==> src/rtl/blsc_regs.svh <==
// blsc_regs.svh: offsets, fields, masks and resets of the
// stride and colour register bank.
// assumes: offsets are byte offsets within the 16 MB host-bus memory space.
`ifndef BLSC_REGS_SVH
`define BLSC_REGS_SVH

// register bank sits 4 MB above the memory-space base
`define BLSC_BANK_BASE 24'h40_0000
`define BLSC_NUM_REGS 11
// byte offsets inside the memory space
`define BLSC_OFF_LINE_STRIDE 24'h40_0000
`define BLSC_OFF_SHARED_BG 24'h40_0004
`define BLSC_OFF_SHARED_FG 24'h40_0008
`define BLSC_OFF_MONO_CTRL 24'h40_000C
`define BLSC_OFF_ENGINE_CTRL 24'h40_0010
`define BLSC_OFF_PAT_ADDR 24'h40_0014
`define BLSC_OFF_SRC_ADDR 24'h40_0018
`define BLSC_OFF_DST_ADDR 24'h40_001C
`define BLSC_OFF_DST_EXTENT 24'h40_0020
`define BLSC_OFF_SRC_BG 24'h40_0024
`define BLSC_OFF_SRC_FG 24'h40_0028
// register indices
`define BLSC_IDX_LINE_STRIDE 4'd0
`define BLSC_IDX_SHARED_BG 4'd1
`define BLSC_IDX_SHARED_FG 4'd2
`define BLSC_IDX_MONO_CTRL 4'd3
`define BLSC_IDX_ENGINE_CTRL 4'd4
`define BLSC_IDX_SRC_BG 4'd9
`define BLSC_IDX_SRC_FG 4'd10
// stride fields
`define BLSC_DST_STRIDE_LSB 16
`define BLSC_DST_STRIDE_MSB 28
`define BLSC_SRC_STRIDE_LSB 0
`define BLSC_SRC_STRIDE_MSB 12
// colour, select and depth fields
`define BLSC_COLOR_MSB 23
`define BLSC_SRC_COLOR_SEL 27
`define BLSC_DEPTH_LSB 24
`define BLSC_DEPTH_MSB 25
`define BLSC_DEPTH_CTRL 23
`define BLSC_BUSY_BIT 31
// writable masks
`define BLSC_MASK_STRIDE 32'h1FFF_1FFF
`define BLSC_MASK_COLOR 32'h00FF_FFFF
`define BLSC_MASK_MONO_CTRL 32'h0F3F_3F3F
`define BLSC_MASK_ENGINE_CTRL 32'h03FF_FFFF
`define BLSC_MASK_FULL 32'hFFFF_FFFF
// reset values
`define BLSC_RESET_VALUE 32'h0000_0000
`define BLSC_RESET_ADDR 32'h0000_0000
// colour byte masks per depth
`define BLSC_CMASK_8BPP 24'h00_00FF
`define BLSC_CMASK_16BPP 24'h00_FFFF
`define BLSC_CMASK_24BPP 24'hFF_FFFF

`endif

==> src/rtl/blsc_pkg.sv <==
// blsc_pkg.sv: types shared by the stride and colour register bank.
// assumes: included constants come from blsc_regs.svh.
package blsc_pkg;

  // engine colour depth code
  typedef enum logic [1:0] {
    BLSC_DEPTH_8   = 2'b00,
    BLSC_DEPTH_16  = 2'b01,
    BLSC_DEPTH_24  = 2'b10,
    BLSC_DEPTH_RSV = 2'b11
  } blsc_depth_e;

  // kind of source operand of the running operation
  typedef enum logic [1:0] {
    BLSC_SRC_NONE  = 2'b00,
    BLSC_SRC_MONO  = 2'b01,
    BLSC_SRC_FB    = 2'b10,
    BLSC_SRC_HOST  = 2'b11
  } blsc_src_e;

  typedef logic [31:0] blsc_word_t;
  typedef logic [23:0] blsc_color_t;
  typedef logic [12:0] blsc_stride_t;

endpackage : blsc_pkg

==> src/rtl/blsc_color_sel.sv <==
// blsc_color_sel.sv: picks pattern and source colours and trims
// them to the engine colour depth.
// assumes: all inputs come from registers on the same clock.
`timescale 1ns/1ps
`include "blsc_regs.svh"

module blsc_color_sel (
  input  wire logic                  clock,     // 100 MHz
  input  wire logic                  rstn,      // async reset, low
  input  wire blsc_pkg::blsc_depth_e depth,     // effective depth
  input  wire logic                  srcSel,    // use dedicated src colours
  input  wire blsc_pkg::blsc_color_t sharedBg,  // shared background
  input  wire blsc_pkg::blsc_color_t sharedFg,  // shared foreground
  input  wire blsc_pkg::blsc_color_t srcBg,     // dedicated src background
  input  wire blsc_pkg::blsc_color_t srcFg,     // dedicated src foreground
  output logic      [23:0]           patBgOut,  // pattern background
  output logic      [23:0]           patFgOut,  // pattern foreground
  output logic      [23:0]           srcBgOut,  // source background
  output logic      [23:0]           srcFgOut   // source foreground
);
  import blsc_pkg::*;

  // byte mask of one depth; reserved code keeps only the low byte
  function automatic logic [23:0] depthMask(input blsc_depth_e d);
    case (d)
      BLSC_DEPTH_16: depthMask = `BLSC_CMASK_16BPP;
      BLSC_DEPTH_24: depthMask = `BLSC_CMASK_24BPP;
      default:       depthMask = `BLSC_CMASK_8BPP;
    endcase
  endfunction

  logic [23:0] patBg_r, patFg_r, srcBg_r, srcFg_r; // outputs
  logic [23:0] patBg_nxt, patFg_nxt, srcBg_nxt, srcFg_nxt; // next
  logic [23:0] mask; // depth mask

  ////////////////////////////////////////////////////////////////////////
  // pattern uses shared pair; source follows select
  always_comb begin
    mask      = depthMask(depth);
    patBg_nxt = sharedBg & mask;
    patFg_nxt = sharedFg & mask;
    if (srcSel) begin
      srcBg_nxt = srcBg & mask;
      srcFg_nxt = srcFg & mask;
    end else begin
      srcBg_nxt = sharedBg & mask;
      srcFg_nxt = sharedFg & mask;
    end
  end

  always_ff @(posedge clock or negedge rstn) begin
    if (!rstn) begin
      patBg_r <= 24'h00_0000;
      patFg_r <= 24'h00_0000;
      srcBg_r <= 24'h00_0000;
      srcFg_r <= 24'h00_0000;
    end else begin
      patBg_r <= patBg_nxt;
      patFg_r <= patFg_nxt;
      srcBg_r <= srcBg_nxt;
      srcFg_r <= srcFg_nxt;
    end
  end

  assign patBgOut = patBg_r;
  assign patFgOut = patFg_r;
  assign srcBgOut = srcBg_r;
  assign srcFgOut = srcFg_r;

endmodule // blsc_color_sel

==> src/rtl/blsc_line_step.sv <==
// blsc_line_step.sv: holds a current line address and steps it by a
// 13-bit stride once per line.
// assumes: load and step are one-cycle pulses on the same clock.
`timescale 1ns/1ps
`include "blsc_regs.svh"

module blsc_line_step (
  input  wire logic                  clock,     // 100 MHz
  input  wire logic                  rstn,      // async reset, low
  input  wire logic                  load,      // take loadValue
  input  wire blsc_pkg::blsc_word_t  loadValue, // start address
  input  wire logic                  step,      // advance one line
  input  wire blsc_pkg::blsc_stride_t stride,   // bytes per line step
  output logic      [31:0]           lineAddr   // current line start
);
  import blsc_pkg::*;

  logic [31:0] addr_r;   // current line address
  logic [31:0] addr_nxt; // its next value

  ////////////////////////////////////////////////////////////////////////
  // load wins over step so a fresh operation never starts one line late
  always_comb begin
    addr_nxt = addr_r;
    if (load) begin
      addr_nxt = loadValue;
    end else if (step) begin
      addr_nxt = addr_r + {19'h0_0000, stride}; // wraps at 4 GB
    end
  end

  always_ff @(posedge clock or negedge rstn) begin
    if (!rstn) begin
      addr_r <= `BLSC_RESET_ADDR;
    end else begin
      addr_r <= addr_nxt;
    end
  end

  assign lineAddr = addr_r;

endmodule // blsc_line_step

==> src/rtl/blsc_stride_color_regs.sv <==
// blsc_stride_color_regs.sv: register bank of the block-transfer engine,
// with line stepping and colour choice.
// assumes: host-bus cycles arrive decoded to this device's
// 16 MB space as a byte offset with byte enables, on the same clock.
`timescale 1ns/1ps
`include "blsc_regs.svh"

module blsc_stride_color_regs (
  input  wire logic                  clock,       // 100 MHz
  input  wire logic                  rstn,        // async reset, low
  // host-bus register port
  input  wire logic [23:0]           hostAddr,    // byte offset in space
  input  wire logic [3:0]            hostByteEn,  // byte enables, high
  input  wire logic                  hostWrite,   // write strobe
  input  wire logic                  hostRead,    // read strobe
  input  wire logic [31:0]           hostWdata,   // write data
  output logic      [31:0]           hostRdata,   // read data
  output logic                       hostRvalid,  // read data valid
  output logic                       hostHit,     // access is for bank
  output logic                       hostSizeErr, // refused access size
  // engine side
  input  wire blsc_pkg::blsc_depth_e cfgDepth,    // depth from config reg
  input  wire logic                  engineBusy,  // engine running
  input  wire blsc_pkg::blsc_src_e   srcKind,     // source operand kind
  input  wire logic                  opStart,     // load line addresses
  input  wire logic                  dstLineDone, // destination line end
  input  wire logic                  srcLineDone, // source line end
  output logic      [31:0]           dstLineAddr, // dest line start
  output logic      [31:0]           srcLineAddr, // src line start/offset
  output logic      [31:0]           patAddr,     // pattern address
  output logic      [31:0]           dstExtent,   // width and height
  output logic      [31:0]           monoCtrl,    // mono source control
  output logic      [31:0]           engineCtrl,  // engine control
  output logic      [23:0]           patBgColor,  // pattern background
  output logic      [23:0]           patFgColor,  // pattern foreground
  output logic      [23:0]           srcBgColor,  // source background
  output logic      [23:0]           srcFgColor   // source foreground
);
  import blsc_pkg::*;

  ////////////////////////////////////////////////////////////////////////
  // helper functions

  // register index, all ones when unmapped
  function automatic logic [3:0] regIndex(input logic [23:0] a);
    logic [3:0] idx;
    // unmapped unless matched
    idx = 4'hF;
    if (a == `BLSC_OFF_LINE_STRIDE) begin
      idx = 4'd0;
    end else if (a == `BLSC_OFF_SHARED_BG) begin
      idx = 4'd1;
    end else if (a == `BLSC_OFF_SHARED_FG) begin
      idx = 4'd2;
    end else if (a == `BLSC_OFF_MONO_CTRL) begin
      idx = 4'd3;
    end else if (a == `BLSC_OFF_ENGINE_CTRL) begin
      idx = 4'd4;
    end else if (a == `BLSC_OFF_PAT_ADDR) begin
      idx = 4'd5;
    end else if (a == `BLSC_OFF_SRC_ADDR) begin
      idx = 4'd6;
    end else if (a == `BLSC_OFF_DST_ADDR) begin
      idx = 4'd7;
    end else if (a == `BLSC_OFF_DST_EXTENT) begin
      idx = 4'd8;
    end else if (a == `BLSC_OFF_SRC_BG) begin
      idx = 4'd9;
    end else if (a == `BLSC_OFF_SRC_FG) begin
      idx = 4'd10;
    end
    regIndex = idx;
  endfunction

  // writable bits of one register
  function automatic logic [31:0] writeMask(input logic [3:0] idx);
    logic [31:0] m;
    m = `BLSC_MASK_FULL;
    if (idx == `BLSC_IDX_LINE_STRIDE) begin
      m = `BLSC_MASK_STRIDE;
    end else if (idx == `BLSC_IDX_SHARED_BG || idx == `BLSC_IDX_SHARED_FG ||
                 idx == `BLSC_IDX_SRC_BG || idx == `BLSC_IDX_SRC_FG) begin
      m = `BLSC_MASK_COLOR;
    end else if (idx == `BLSC_IDX_MONO_CTRL) begin
      m = `BLSC_MASK_MONO_CTRL;
    end else if (idx == `BLSC_IDX_ENGINE_CTRL) begin
      m = `BLSC_MASK_ENGINE_CTRL;
    end
    writeMask = m;
  endfunction

  // byte enables as a bit mask
  function automatic logic [31:0] laneMask(input logic [3:0] be);
    laneMask = {{8{be[3]}}, {8{be[2]}}, {8{be[1]}}, {8{be[0]}}};
  endfunction

  ////////////////////////////////////////////////////////////////////////
  // access decode

  // decode results
  logic [3:0]  accIdx;     // addressed register index
  logic        accMapped;  // address hits one of the eleven
  logic        accSizeOk;  // one aligned half word or a whole word
  logic        accGo;      // access is taken

  // byte and three-byte enables are refused; halves must be aligned
  always_comb begin
    accIdx    = regIndex(hostAddr);
    accMapped = (accIdx != 4'hF);
    accSizeOk = (hostByteEn == 4'b1111) ||
                (hostByteEn == 4'b0011) ||
                (hostByteEn == 4'b1100);
    accGo     = accMapped && accSizeOk;
  end

  // handshakes are combinational
  assign hostHit     = accMapped && (hostWrite || hostRead);
  assign hostSizeErr = accMapped && (hostWrite || hostRead) && !accSizeOk;

  ////////////////////////////////////////////////////////////////////////
  // register storage

  // bank words
  logic [31:0] regFile_r   [0:`BLSC_NUM_REGS-1]; // stored words
  logic [31:0] regFile_nxt [0:`BLSC_NUM_REGS-1]; // their next values
  logic [31:0] wrMask;                           // lanes and live bits

  // only live bits in enabled lanes change
  always_comb begin
    for (int i = 0; i < `BLSC_NUM_REGS; i++) begin
      regFile_nxt[i] = regFile_r[i];
    end
    wrMask = writeMask(accIdx) & laneMask(hostByteEn);
    if (hostWrite && accGo) begin
      regFile_nxt[accIdx] = (regFile_r[accIdx] & ~wrMask) |
                            (hostWdata & wrMask);
    end
  end

  // register the bank
  always_ff @(posedge clock or negedge rstn) begin
    if (!rstn) begin
      for (int i = 0; i < `BLSC_NUM_REGS; i++) begin
        regFile_r[i] <= `BLSC_RESET_VALUE;
      end
    end else begin
      for (int i = 0; i < `BLSC_NUM_REGS; i++) begin
        regFile_r[i] <= regFile_nxt[i];
      end
    end
  end

  ////////////////////////////////////////////////////////////////////////
  // read path

  // answer state
  logic [31:0] rdata_r;   // registered read data
  logic [31:0] rdata_nxt; // its next value
  logic        rvalid_r;  // read answer pulse
  logic        rvalid_nxt;

  // storage holds zero in unused bits; busy is live
  // a half access sees only its half
  always_comb begin
    rdata_nxt  = 32'h0000_0000;
    rvalid_nxt = 1'b0;
    if (hostRead && accGo) begin
      rvalid_nxt = 1'b1;
      rdata_nxt  = regFile_r[accIdx];
      if (accIdx == `BLSC_IDX_ENGINE_CTRL) begin
        rdata_nxt[`BLSC_BUSY_BIT] = engineBusy;
      end
      rdata_nxt = rdata_nxt & laneMask(hostByteEn);
    end // unmapped reads: another decoder answers
  end

  // register the answer
  always_ff @(posedge clock or negedge rstn) begin
    if (!rstn) begin
      rdata_r  <= 32'h0000_0000;
      rvalid_r <= 1'b0;
    end else begin
      rdata_r  <= rdata_nxt;
      rvalid_r <= rvalid_nxt;
    end
  end

  // read answer ports
  assign hostRdata  = rdata_r;
  assign hostRvalid = rvalid_r;

  ////////////////////////////////////////////////////////////////////////
  // effective colour depth

  // register views used below
  logic [31:0] ctrlWord;   // engine control register
  logic [31:0] strideWord; // stride register
  blsc_depth_e depthSel;   // depth used for colour trimming

  // ctrl bit 23 picks its own depth over the config one
  always_comb begin
    ctrlWord   = regFile_r[`BLSC_IDX_ENGINE_CTRL];
    strideWord = regFile_r[`BLSC_IDX_LINE_STRIDE];
    if (ctrlWord[`BLSC_DEPTH_CTRL]) begin
      depthSel = blsc_depth_e'(ctrlWord[`BLSC_DEPTH_MSB:`BLSC_DEPTH_LSB]);
    end else begin
      depthSel = cfgDepth;
    end
  end

  ////////////////////////////////////////////////////////////////////////
  // line stepping

  // source step gating
  logic        srcStepEn;  // source stride in use
  logic [31:0] srcBase;    // source start: frame address or stream zero

  // mono or absent source never steps; a host-fed
  // source counts stream bytes from offset zero
  always_comb begin
    srcStepEn = srcLineDone &&
                ((srcKind == BLSC_SRC_FB) ||
                 (srcKind == BLSC_SRC_HOST));
    if (srcKind == BLSC_SRC_HOST) begin
      srcBase = 32'h0000_0000;
    end else begin
      srcBase = regFile_r[6];
    end
  end

  // destination pointer steps by bits 28-16
  blsc_line_step dstStep (
    .clock     (clock),
    .rstn      (rstn),
    .load      (opStart),
    .loadValue (regFile_r[7]),
    .step      (dstLineDone),
    .stride    (strideWord[`BLSC_DST_STRIDE_MSB:`BLSC_DST_STRIDE_LSB]),
    .lineAddr  (dstLineAddr)
  );

  // source pointer steps by bits 12-0
  blsc_line_step srcStep (
    .clock     (clock),
    .rstn      (rstn),
    .load      (opStart),
    .loadValue (srcBase),
    .step      (srcStepEn),
    .stride    (strideWord[`BLSC_SRC_STRIDE_MSB:`BLSC_SRC_STRIDE_LSB]),
    .lineAddr  (srcLineAddr)
  );

  ////////////////////////////////////////////////////////////////////////
  // expansion colours

  logic [31:0] monoWord; // mono source control register

  // mono control word
  always_comb begin
    monoWord = regFile_r[`BLSC_IDX_MONO_CTRL];
  end

  // registered trim and routing stage
  blsc_color_sel colorSel (
    .clock    (clock),
    .rstn     (rstn),
    .depth    (depthSel),
    .srcSel   (monoWord[`BLSC_SRC_COLOR_SEL]),
    .sharedBg (regFile_r[`BLSC_IDX_SHARED_BG][`BLSC_COLOR_MSB:0]),
    .sharedFg (regFile_r[`BLSC_IDX_SHARED_FG][`BLSC_COLOR_MSB:0]),
    .srcBg    (regFile_r[`BLSC_IDX_SRC_BG][`BLSC_COLOR_MSB:0]),
    .srcFg    (regFile_r[`BLSC_IDX_SRC_FG][`BLSC_COLOR_MSB:0]),
    .patBgOut (patBgColor),
    .patFgOut (patFgColor),
    .srcBgOut (srcBgColor),
    .srcFgOut (srcFgColor)
  );

  ////////////////////////////////////////////////////////////////////////
  // plain register views

  assign patAddr    = regFile_r[5];
  assign dstExtent  = regFile_r[8];
  assign monoCtrl   = monoWord;
  assign engineCtrl = ctrlWord;

endmodule // blsc_stride_color_regs

==> config.mk <==
export PLATFORM = sky130hd
export DESIGN_NAME = blsc_stride_color_regs
export DESIGN_NICKNAME = d
export VERILOG_FILES = /design/src/rtl/blsc_pkg.sv /design/src/rtl/blsc_color_sel.sv /design/src/rtl/blsc_line_step.sv /design/src/rtl/blsc_stride_color_regs.sv
export VERILOG_INCLUDE_DIRS = /design/src /design/src/rtl
export SDC_FILE = /design/constraint.sdc
export NUM_CORES = 1
export LEC_CHECK = 0
export BUFFER_PORTS_ARGS = -buffer_cell sky130_fd_sc_hd__buf_2
export CORE_MARGIN = 2
export CORE_UTILIZATION = 60
export CTS_CLUSTER_SIZE = 10
export DETAILED_ROUTE_END_ITERATION = 8
export PLACE_DENSITY = 0.83
export SYNTH_ARGS = -nofsm -noshare
export SYNTH_HDL_FRONTEND = slang
export SYNTH_HIERARCHICAL = 1
export SYNTH_SLANG_ARGS = --single-unit
==> constraint.sdc <==
create_clock -name clock -period 5.85 [get_ports clock]
set_clock_uncertainty 0.15 [all_clocks]
set_input_delay 0.2925 -clock clock [delete_from_list [all_inputs] [get_ports clock]]
set_output_delay 0.2925 -clock clock [all_outputs]
set_load 0.01 [all_outputs]
==> results of run 1 <==
[final cells by class]
class,count,area (sq um)
fill,3328,14400
sequential,545,13600
multi-input combinational,1746,11400
timing repair buffer,445,2460
clock buffer,72,1610
tap,592,741
inverter,13,48.8
clock inverter,2,46.3
antenna,1,2.50
[path summary, 6_finish.rpt]
| kind | from | to | slack (ps) | cells after the start |
|---|---|---|---|---|
| worst max-delay path | hostAddr[23] | dstExtent[31]$_DFFE_PN0P_ | 2010 | 7 |
| min in group asynchronous | rstn | colorSel/srcFgOut[10]$_DFF_PN0_ | 130 | 2 |
| worst min register to register | regFile_r[285]$_DFFE_PN0P_ | regFile_r[285]$_DFFE_PN0P_ | 220 | 0 |
| max in group asynchronous | rstn | monoCtrl[27]$_DFFE_PN0P_ | 3920 | 3 |
| worst max register to register | strideWord[0]$_DFFE_PN0P_ | srcStep/lineAddr[28]$_DFFE_PN0P_ | 2810 | 9 |
| worst min-delay path | hostWdata[8] | regFile_r[264]$_DFFE_PN0P_ | 30 | 3 |
[worst max-delay path, cell delays in order]
cell and delay, ps:
buf_2 110, nor4b_2 660, nand2_1 700, nor3_2 630, nand4_1 900, buf_4 580, o31ai_1 310
[per-layer routing]
metal / wire [microns] / track usage (%)
met3: 11500 / 10.6
met5: 26 / 0
met1: 35300 / 53.5
met4: 5420 / 19.8
met2: 41200 / 59.2
[power groups by stage]
stage | combinational [mW] | sequential (mW) | clock [mW]
floorplan | 0.218 | 3.87 | 0
global placement | 0.436 | 3.87 | 0
detailed placement | 0.444 | 3.87 | 0
CTS | 0.452 | 3.80 | 3.40
global route | 0.494 | 3.80 | 3.55
finish | 0.463 | 3.80 | 3.39
[sequential cells by signal (all words and copies together), names as in the netlist, 32 cells and up]
name	cells
engineCtrl	32
monoCtrl	32
patAddr	32
strideWord	32
hostRdata	32
dstExtent	32
dstStep/lineAddr	32
srcStep/lineAddr	32
regFile_r	192
[Yosys cell counts, types with 20 or more instances]
cell type	instances	share of area, %
nor4_1	25	0.58
nand2_1	370	5.1
a21oi_1	46	0.85
mux2_2	70	2.9
buf_4	132	3.7
a31oi_1	23	0.53
and2_1	58	1.3
a2bb2oi_1	24	0.77
xor2_1	30	0.97
dfrtp_1	545	50
o31ai_1	238	6.6
o31ai_2	20	0.92
and3_1	32	0.74
nand3_1	60	1.1
o21ai_0	97	1.8
nor2_1	140	1.9
ha_1	27	1.2
buf_2	38	0.70
nor2b_1	77	1.8
clkbuf_1	198	2.7
o22ai_1	53	1.2
mux2i_1	87	3.2
a21o_1	32	0.89
[kinds of logic (layout without fill, tap and decap cells)]
group,Yosys count,in the layout,synth area share (%)
adders and majority gates,29,29,1.39
buffers and inverters,402,532,7.75
xor gates and xnor gates,45,45,1.45
muxes,161,161,6.33
AOI/OAI and AO/OA,663,663,17.9
other,0,1,0
DFF,545,545,50.3
and+or+nand+nor,848,848,14.9
==> reports/results.ini, run 1 <==
[setup_path]
cp.arrival_ps = 4200
critical_path_class = in2reg
critPathRequiredTime_ps = 6220
start_kind = primary input
worstSetupEndpointType = register
crit_fanout = 20

[synthesis]
yosys_most_used_dff = dfrtp_1
yosysSeqAreaShare_pct = 50.3
async_reset_ff_share_pct = 100
synth_edf_count = 0
netlist_area_sq_mm = 0.0271
synth_seq_cells = 545
yosys_warnings = 6
post_synth_num_cell_types = 78
synth_cells = 2693
syn_avg_cell_area_sq_um = 10.1
synth_nets = 2794

[power_and_ir_drop]
cell_internal_pwr_mw = 5.83
switching_share_pct = 23.8
power.share.combinational_pct = 6.0
p_leak_nw = 14.4
finalPower_mw = 7.66
p_per_area_mw_per_mm2 = 255
power_frac_clock_pct = 44.3
ir_worst_vdd_uv = 207
seq_power_share_pct = 49.7
power.net_switching_mw = 1.82

[global_routing]
antenna_found_initial = 2
grt_pass1_wl_microns = 141000
grt_use_total_pct = 39.6
first_global_vias = 22801
grt_max_degree = 180
grt_overflow = 0

[finish]
finalNonFillerCells = 3416
stdcell_area_sq_mm = 0.0300
post-route-util_pct = 67.5
final_nets = 2913
areaGrowthSynthToFinish_pct = 10.5
final_layout_size_suffix_gt1_share_pct = 22.9
layout_commonest_cell = dfrtp_1
mostFrequentLayoutCells = 544 x dfrtp_1, 391 x buf_2, 370 x nand2_1

[timing]
final_hold_viol_count = 0
grt_setup_unrepaired = no
slew_headroom_pct = 17.8
finalCritPeriodShare_pct = 65.6
fin_crit_ps = 3840
finalWorstSetupSlack_ps = 2010
hold_slack_ps = 32.5
tightest_slew_ps = 1230
fin_setup_tns_ps = 0
slew_viol_final = 0
max_freq_mhz = 261
setup_viol = 0

[clocking]
cts_tree = yes
clkLatencyLatePin_ps = 630
path_clk_slew_ps = 50
numClockSinks = 545
ctsResizeCount = 0
cts_buffers = 61
cts_buffer_depth = 3
holdBufCountCts = 11
postCtsSetupRepairBufs = 0
htreeDepth = 2
cts-root-buf = clkbuf_16

[placement]
gp_congestion = 1.01
io_buffers = 394
dp.cells = 3330
dpl_cell_area_sq_mm = 0.0282
dp_hpwl_microns = 63800
pre_cts_ws_ps = 1570

[floorplanning]
rows = 77
core_area_sq_mm = 0.0444
fp.dieArea_sq_mm = 0.0469
die_x_microns = 217
ioPinCount = 395
die_y_microns = 217
initial_core_util_pct = 61.1

[drt]
vias_per_cell = 6.78
dr.pass1.iters = 6
wirelength_microns = 93400
drc = 0
num_vias = 23171
antenna_left = 0
drt-initial-drc-count = 3189
wire_per_inst_microns = 27.3

[job]
max_cap_viol_count = 0

[run_status]
outcome = finished clean

[min_path]
holdCritPathClass = in2reg

No activity file was read; power rests on OpenSTA's default activity.
==> run 2, diff against run 1 <==
ABC_AREA = 1   (was unset)
CORE_UTILIZATION = 59   (was 60)
PLACE_DENSITY = 0.81   (was 0.83)
clock period = 3.9 ns   (was 5.85 ns; I/O delays follow)
==> run 2 against run 1 <==
  * Sequential power increased by 49%
  * Combinational power increased by 5.0%
  * Largest cell class unchanged
  * Critical path depth increased by 9
  * Via count increased by 30%
  * Final cell count increased by 49%
  * Critical endpoint is now regFile_r[20]$_DFFE_PN0P_
  * Worst setup slack got worse by 1100 ps
  * Count of clock-buffer cells in the layout increased by 4
==> reports/results.ini, run 2 <==
[setup_path]
crit_fanout = 46  ; +130%
critPathMaxStageDelay_ps = 580  ; -320 ps
start_kind = primary input
critPathBufInv = 4  ; +2
cp_top_family = simple AND/OR/NAND/NOR gates
crit_chain = buf_2 > nor2_2 > inv_2 > nor3_1 > nand4_1 > nand2_1 > nor2_1 > nand4_1 > inv_2 > buf_4 > nand2_1 > nand2_1 > nand2_1 > nand4_1 > nand3_1 > nand2_1
critical_path_class = in2reg
cp.arrival_ps = 3340  ; -860 ps
worstSetupEndpointType = register
cpMaxStageDelayCell = nand4_1
crit_top_cell = nand2_1
critPathRequiredTime_ps = 4240  ; -1980 ps

[finish]
areaGrowthSynthToFinish_pct = 11.2
final_layout_size_suffix_gt1_share_pct = 15.7  ; -7.2 points
layout_commonest_cell = nand2_1
largest_reg_flops = 192  ; unchanged
mostFrequentLayoutCells = 1678 x nand2_1, 591 x nand3_1, 545 x dfrtp_1
diodes = 0  ; -1
final_nets = 4496  ; +54%
n_fill_cell = 4428  ; +33%
top_register = regFile_r

[synthesis]
yosys_warnings = 6  ; unchanged
yosys_most_used_dff = dfrtp_1
synth_nets = 4348  ; +56%
synth.most_common_cell = nand2_1
syn_avg_cell_area_sq_um = 7.19  ; -29%
synth_cells = 4247  ; +58%
ys_top_cells_by_count = 1678 x nand2_1, 591 x nand3_1, 545 x dfrtp_1, 316 x inv_1, 175 x nor2_1
yosysTopAreaCell = dfrtp_1
synth_edf_count = 0  ; unchanged
synth_seq_cells = 545  ; unchanged
synth_area_leaders = dfrtp_1 45%, nand2_1 21%, nand3_1 9.7%
async_reset_ff_share_pct = 100  ; unchanged
post_synth_num_cell_types = 42  ; -46%
netlist_area_sq_mm = 0.0306  ; +13%
synth_top_cell_area_share_pct = 44.6  ; -5.6 points
yosysSeqAreaShare_pct = 44.6  ; -5.6 points

[timing]
slew_viol_final = 0  ; unchanged
finalWorstSetupSlack_ps = 898  ; -1120 ps
hold_slack_ps = 20.3  ; -12.2 ps
finalCritPeriodShare_pct = 77.0
setup_viol = 0  ; unchanged
fin_setup_tns_ps = 0  ; unchanged
final_hold_viol_count = 0  ; unchanged
max_freq_mhz = 333
grt_setup_unrepaired = no
slew_headroom_pct = 37.1  ; +19 points
fin_crit_ps = 3000
tightest_slew_ps = 943  ; -290 ps

[power_and_ir_drop]
power_frac_clock_pct = 47.4  ; +3.1 points
p_per_area_mw_per_mm2 = 344  ; +35%
power.share.combinational_pct = 4.2  ; -1.8 points
p_leak_nw = 19.6  ; +36%
ir_worst_vdd_uv = 286  ; +38%
switching_share_pct = 23.5  ; -0.29 points
cell_internal_pwr_mw = 8.93  ; +53%
power.net_switching_mw = 2.75  ; +51%
seq_power_share_pct = 48.5  ; -1.2 points

[clocking]
cts_tree = yes
htreeDepth = 3  ; +1
cts_buffers = 66  ; +8.2%
numClockSinks = 545  ; unchanged
clkLatencyLatePin_ps = 610  ; -20 ps
cts_buffer_depth = 3  ; unchanged
cts-root-buf = clkbuf_16
path_clk_slew_ps = 60  ; about the same

[drt]
vias_per_cell = 5.91  ; -13%
wire_per_inst_microns = 21.3  ; -22%
antenna_left = 0  ; unchanged
drt-initial-drc-count = 4594  ; +44%
drc = 0  ; unchanged
dr.pass1.iters = 6  ; unchanged
wirelength_microns = 108000  ; +16%
num_vias = 30098  ; +30%

[global_routing]
antenna_found_initial = 0  ; -2
grt_pass1_wl_microns = 165000  ; +18%
first_global_vias = 27782  ; +22%
grt_use_total_pct = 40.1  ; +0.57 points
grt_max_degree = 94  ; -48%
grt_overflow = 0  ; unchanged

[floorplanning]
fp.dieArea_sq_mm = 0.0536  ; +14%
die_x_microns = 232  ; +6.9%
rows = 83  ; +7.8%
core_area_sq_mm = 0.0513  ; +16%
die_y_microns = 232  ; +6.9%
initial_core_util_pct = 59.6  ; -1.6 points
ioPinCount = 395  ; unchanged

[placement]
pre_cts_ws_ps = 483  ; -1090 ps
dp_hpwl_microns = 77500  ; +22%
gp_congestion = 1.02  ; +0.46%
io_buffers = 394  ; unchanged

[run_status]
outcome = finished clean

[min_path]
holdCritPathClass = in2reg

[job]
max_cap_viol_count = 0  ; unchanged

run 2: worst paths after layout:
path	startpoint	end	slack, ps	depth (start not counted)
min	dstLineDone	dstStep/lineAddr[0]$_DFFE_PN0P_	20	6
max reg2reg	engineCtrl[23]$_DFFE_PN0P_	colorSel/srcBgOut[11]$_DFF_PN0_	1250	5
min in group asynchronous	rstn	colorSel/patBgOut[14]$_DFF_PN0_	40	2
max in group asynchronous	rstn	srcStep/lineAddr[3]$_DFFE_PN0P_	2530	3
max	hostAddr[1]	regFile_r[20]$_DFFE_PN0P_	900	16
min reg2reg	strideWord[31]$_DFFE_PN0P_	strideWord[31]$_DFFE_PN0P_	220	0
run 2: cell families (layout without fill, tap and decap cells):
group | count (synthesis) | in the layout | synth area share (%)
AO/OA/AOI/OAI | 185 | 185 | 3.58
XOR/XNOR | 16 | 16 | 0.459
adder cells (fa/ha/maj) | 29 | 29 | 1.24
buffers and inverters | 771 | 937 | 11.7
flip-flops | 545 | 545 | 44.6
multiplexers | 2 | 2 | 0.0737
AND/OR/NAND/NOR | 2699 | 2699 | 38.3
run 2: worst reg2reg max path, cell delays in order, from the launching register on:
cell and delay [ps]:
dfrtp_1 600, mux2_2 400, ha_1 680, inv_2 400, nand3_1 200, nand2_1 80
run 2: what timing repair did:
| item | CTS | global route |
|---|---|---|
| hold buffers | 23 | 0 |
| setup buffers | 0 | 0 |
| resized for setup | 0 | 0 |
| endpoints found under the hold margin | 175 | 0 |
run 2: metal layers:
layer	wire, microns	up-vias	GRT usage, %
li1	-	13590	-
met1	42200	14019	55.8
met2	45600	2185	57.8
met3	15400	304	12.7
met4	5120	0	17.4
met5	0	-	0
run 2: power groups by stage:
stage                     registers (mW)  clock network, mW  logic [mW]
after floorplan                     5.76                  0       0.186
after global placement              5.76                  0       0.452
after detailed placement            5.76                  0       0.454
after CTS                           5.66               5.55       0.474
after global routing                5.65               5.79       0.523
final                               5.66               5.53       0.486
run 2: final cells by class:
class	instances	area, sq um	area share, %
sequential	545	13600	40.1
tap	680	851	2.50
inverter	353	1330	3.90
timing repair buffer	498	2970	8.74
clock inverter	10	91.3	0.269
clock buffer	76	1750	5.15
multi-input combinational	2931	13400	39.3
run 2: through the flow:
stage | instances | util [%] | power, mW | area [sq um]
after floorplan | 4247 | - | 5.95 | 30600
after global placement | 4984 | 62.2 | 6.21 | 31900
after detailed placement | 4984 | 62.2 | 6.21 | 31900
after CTS | 5093 | 66.2 | 11.7 | 34000
after global routing | 5093 | 66.2 | 12.0 | 34000
final | 5093 | 66.2 | 11.7 | 34000
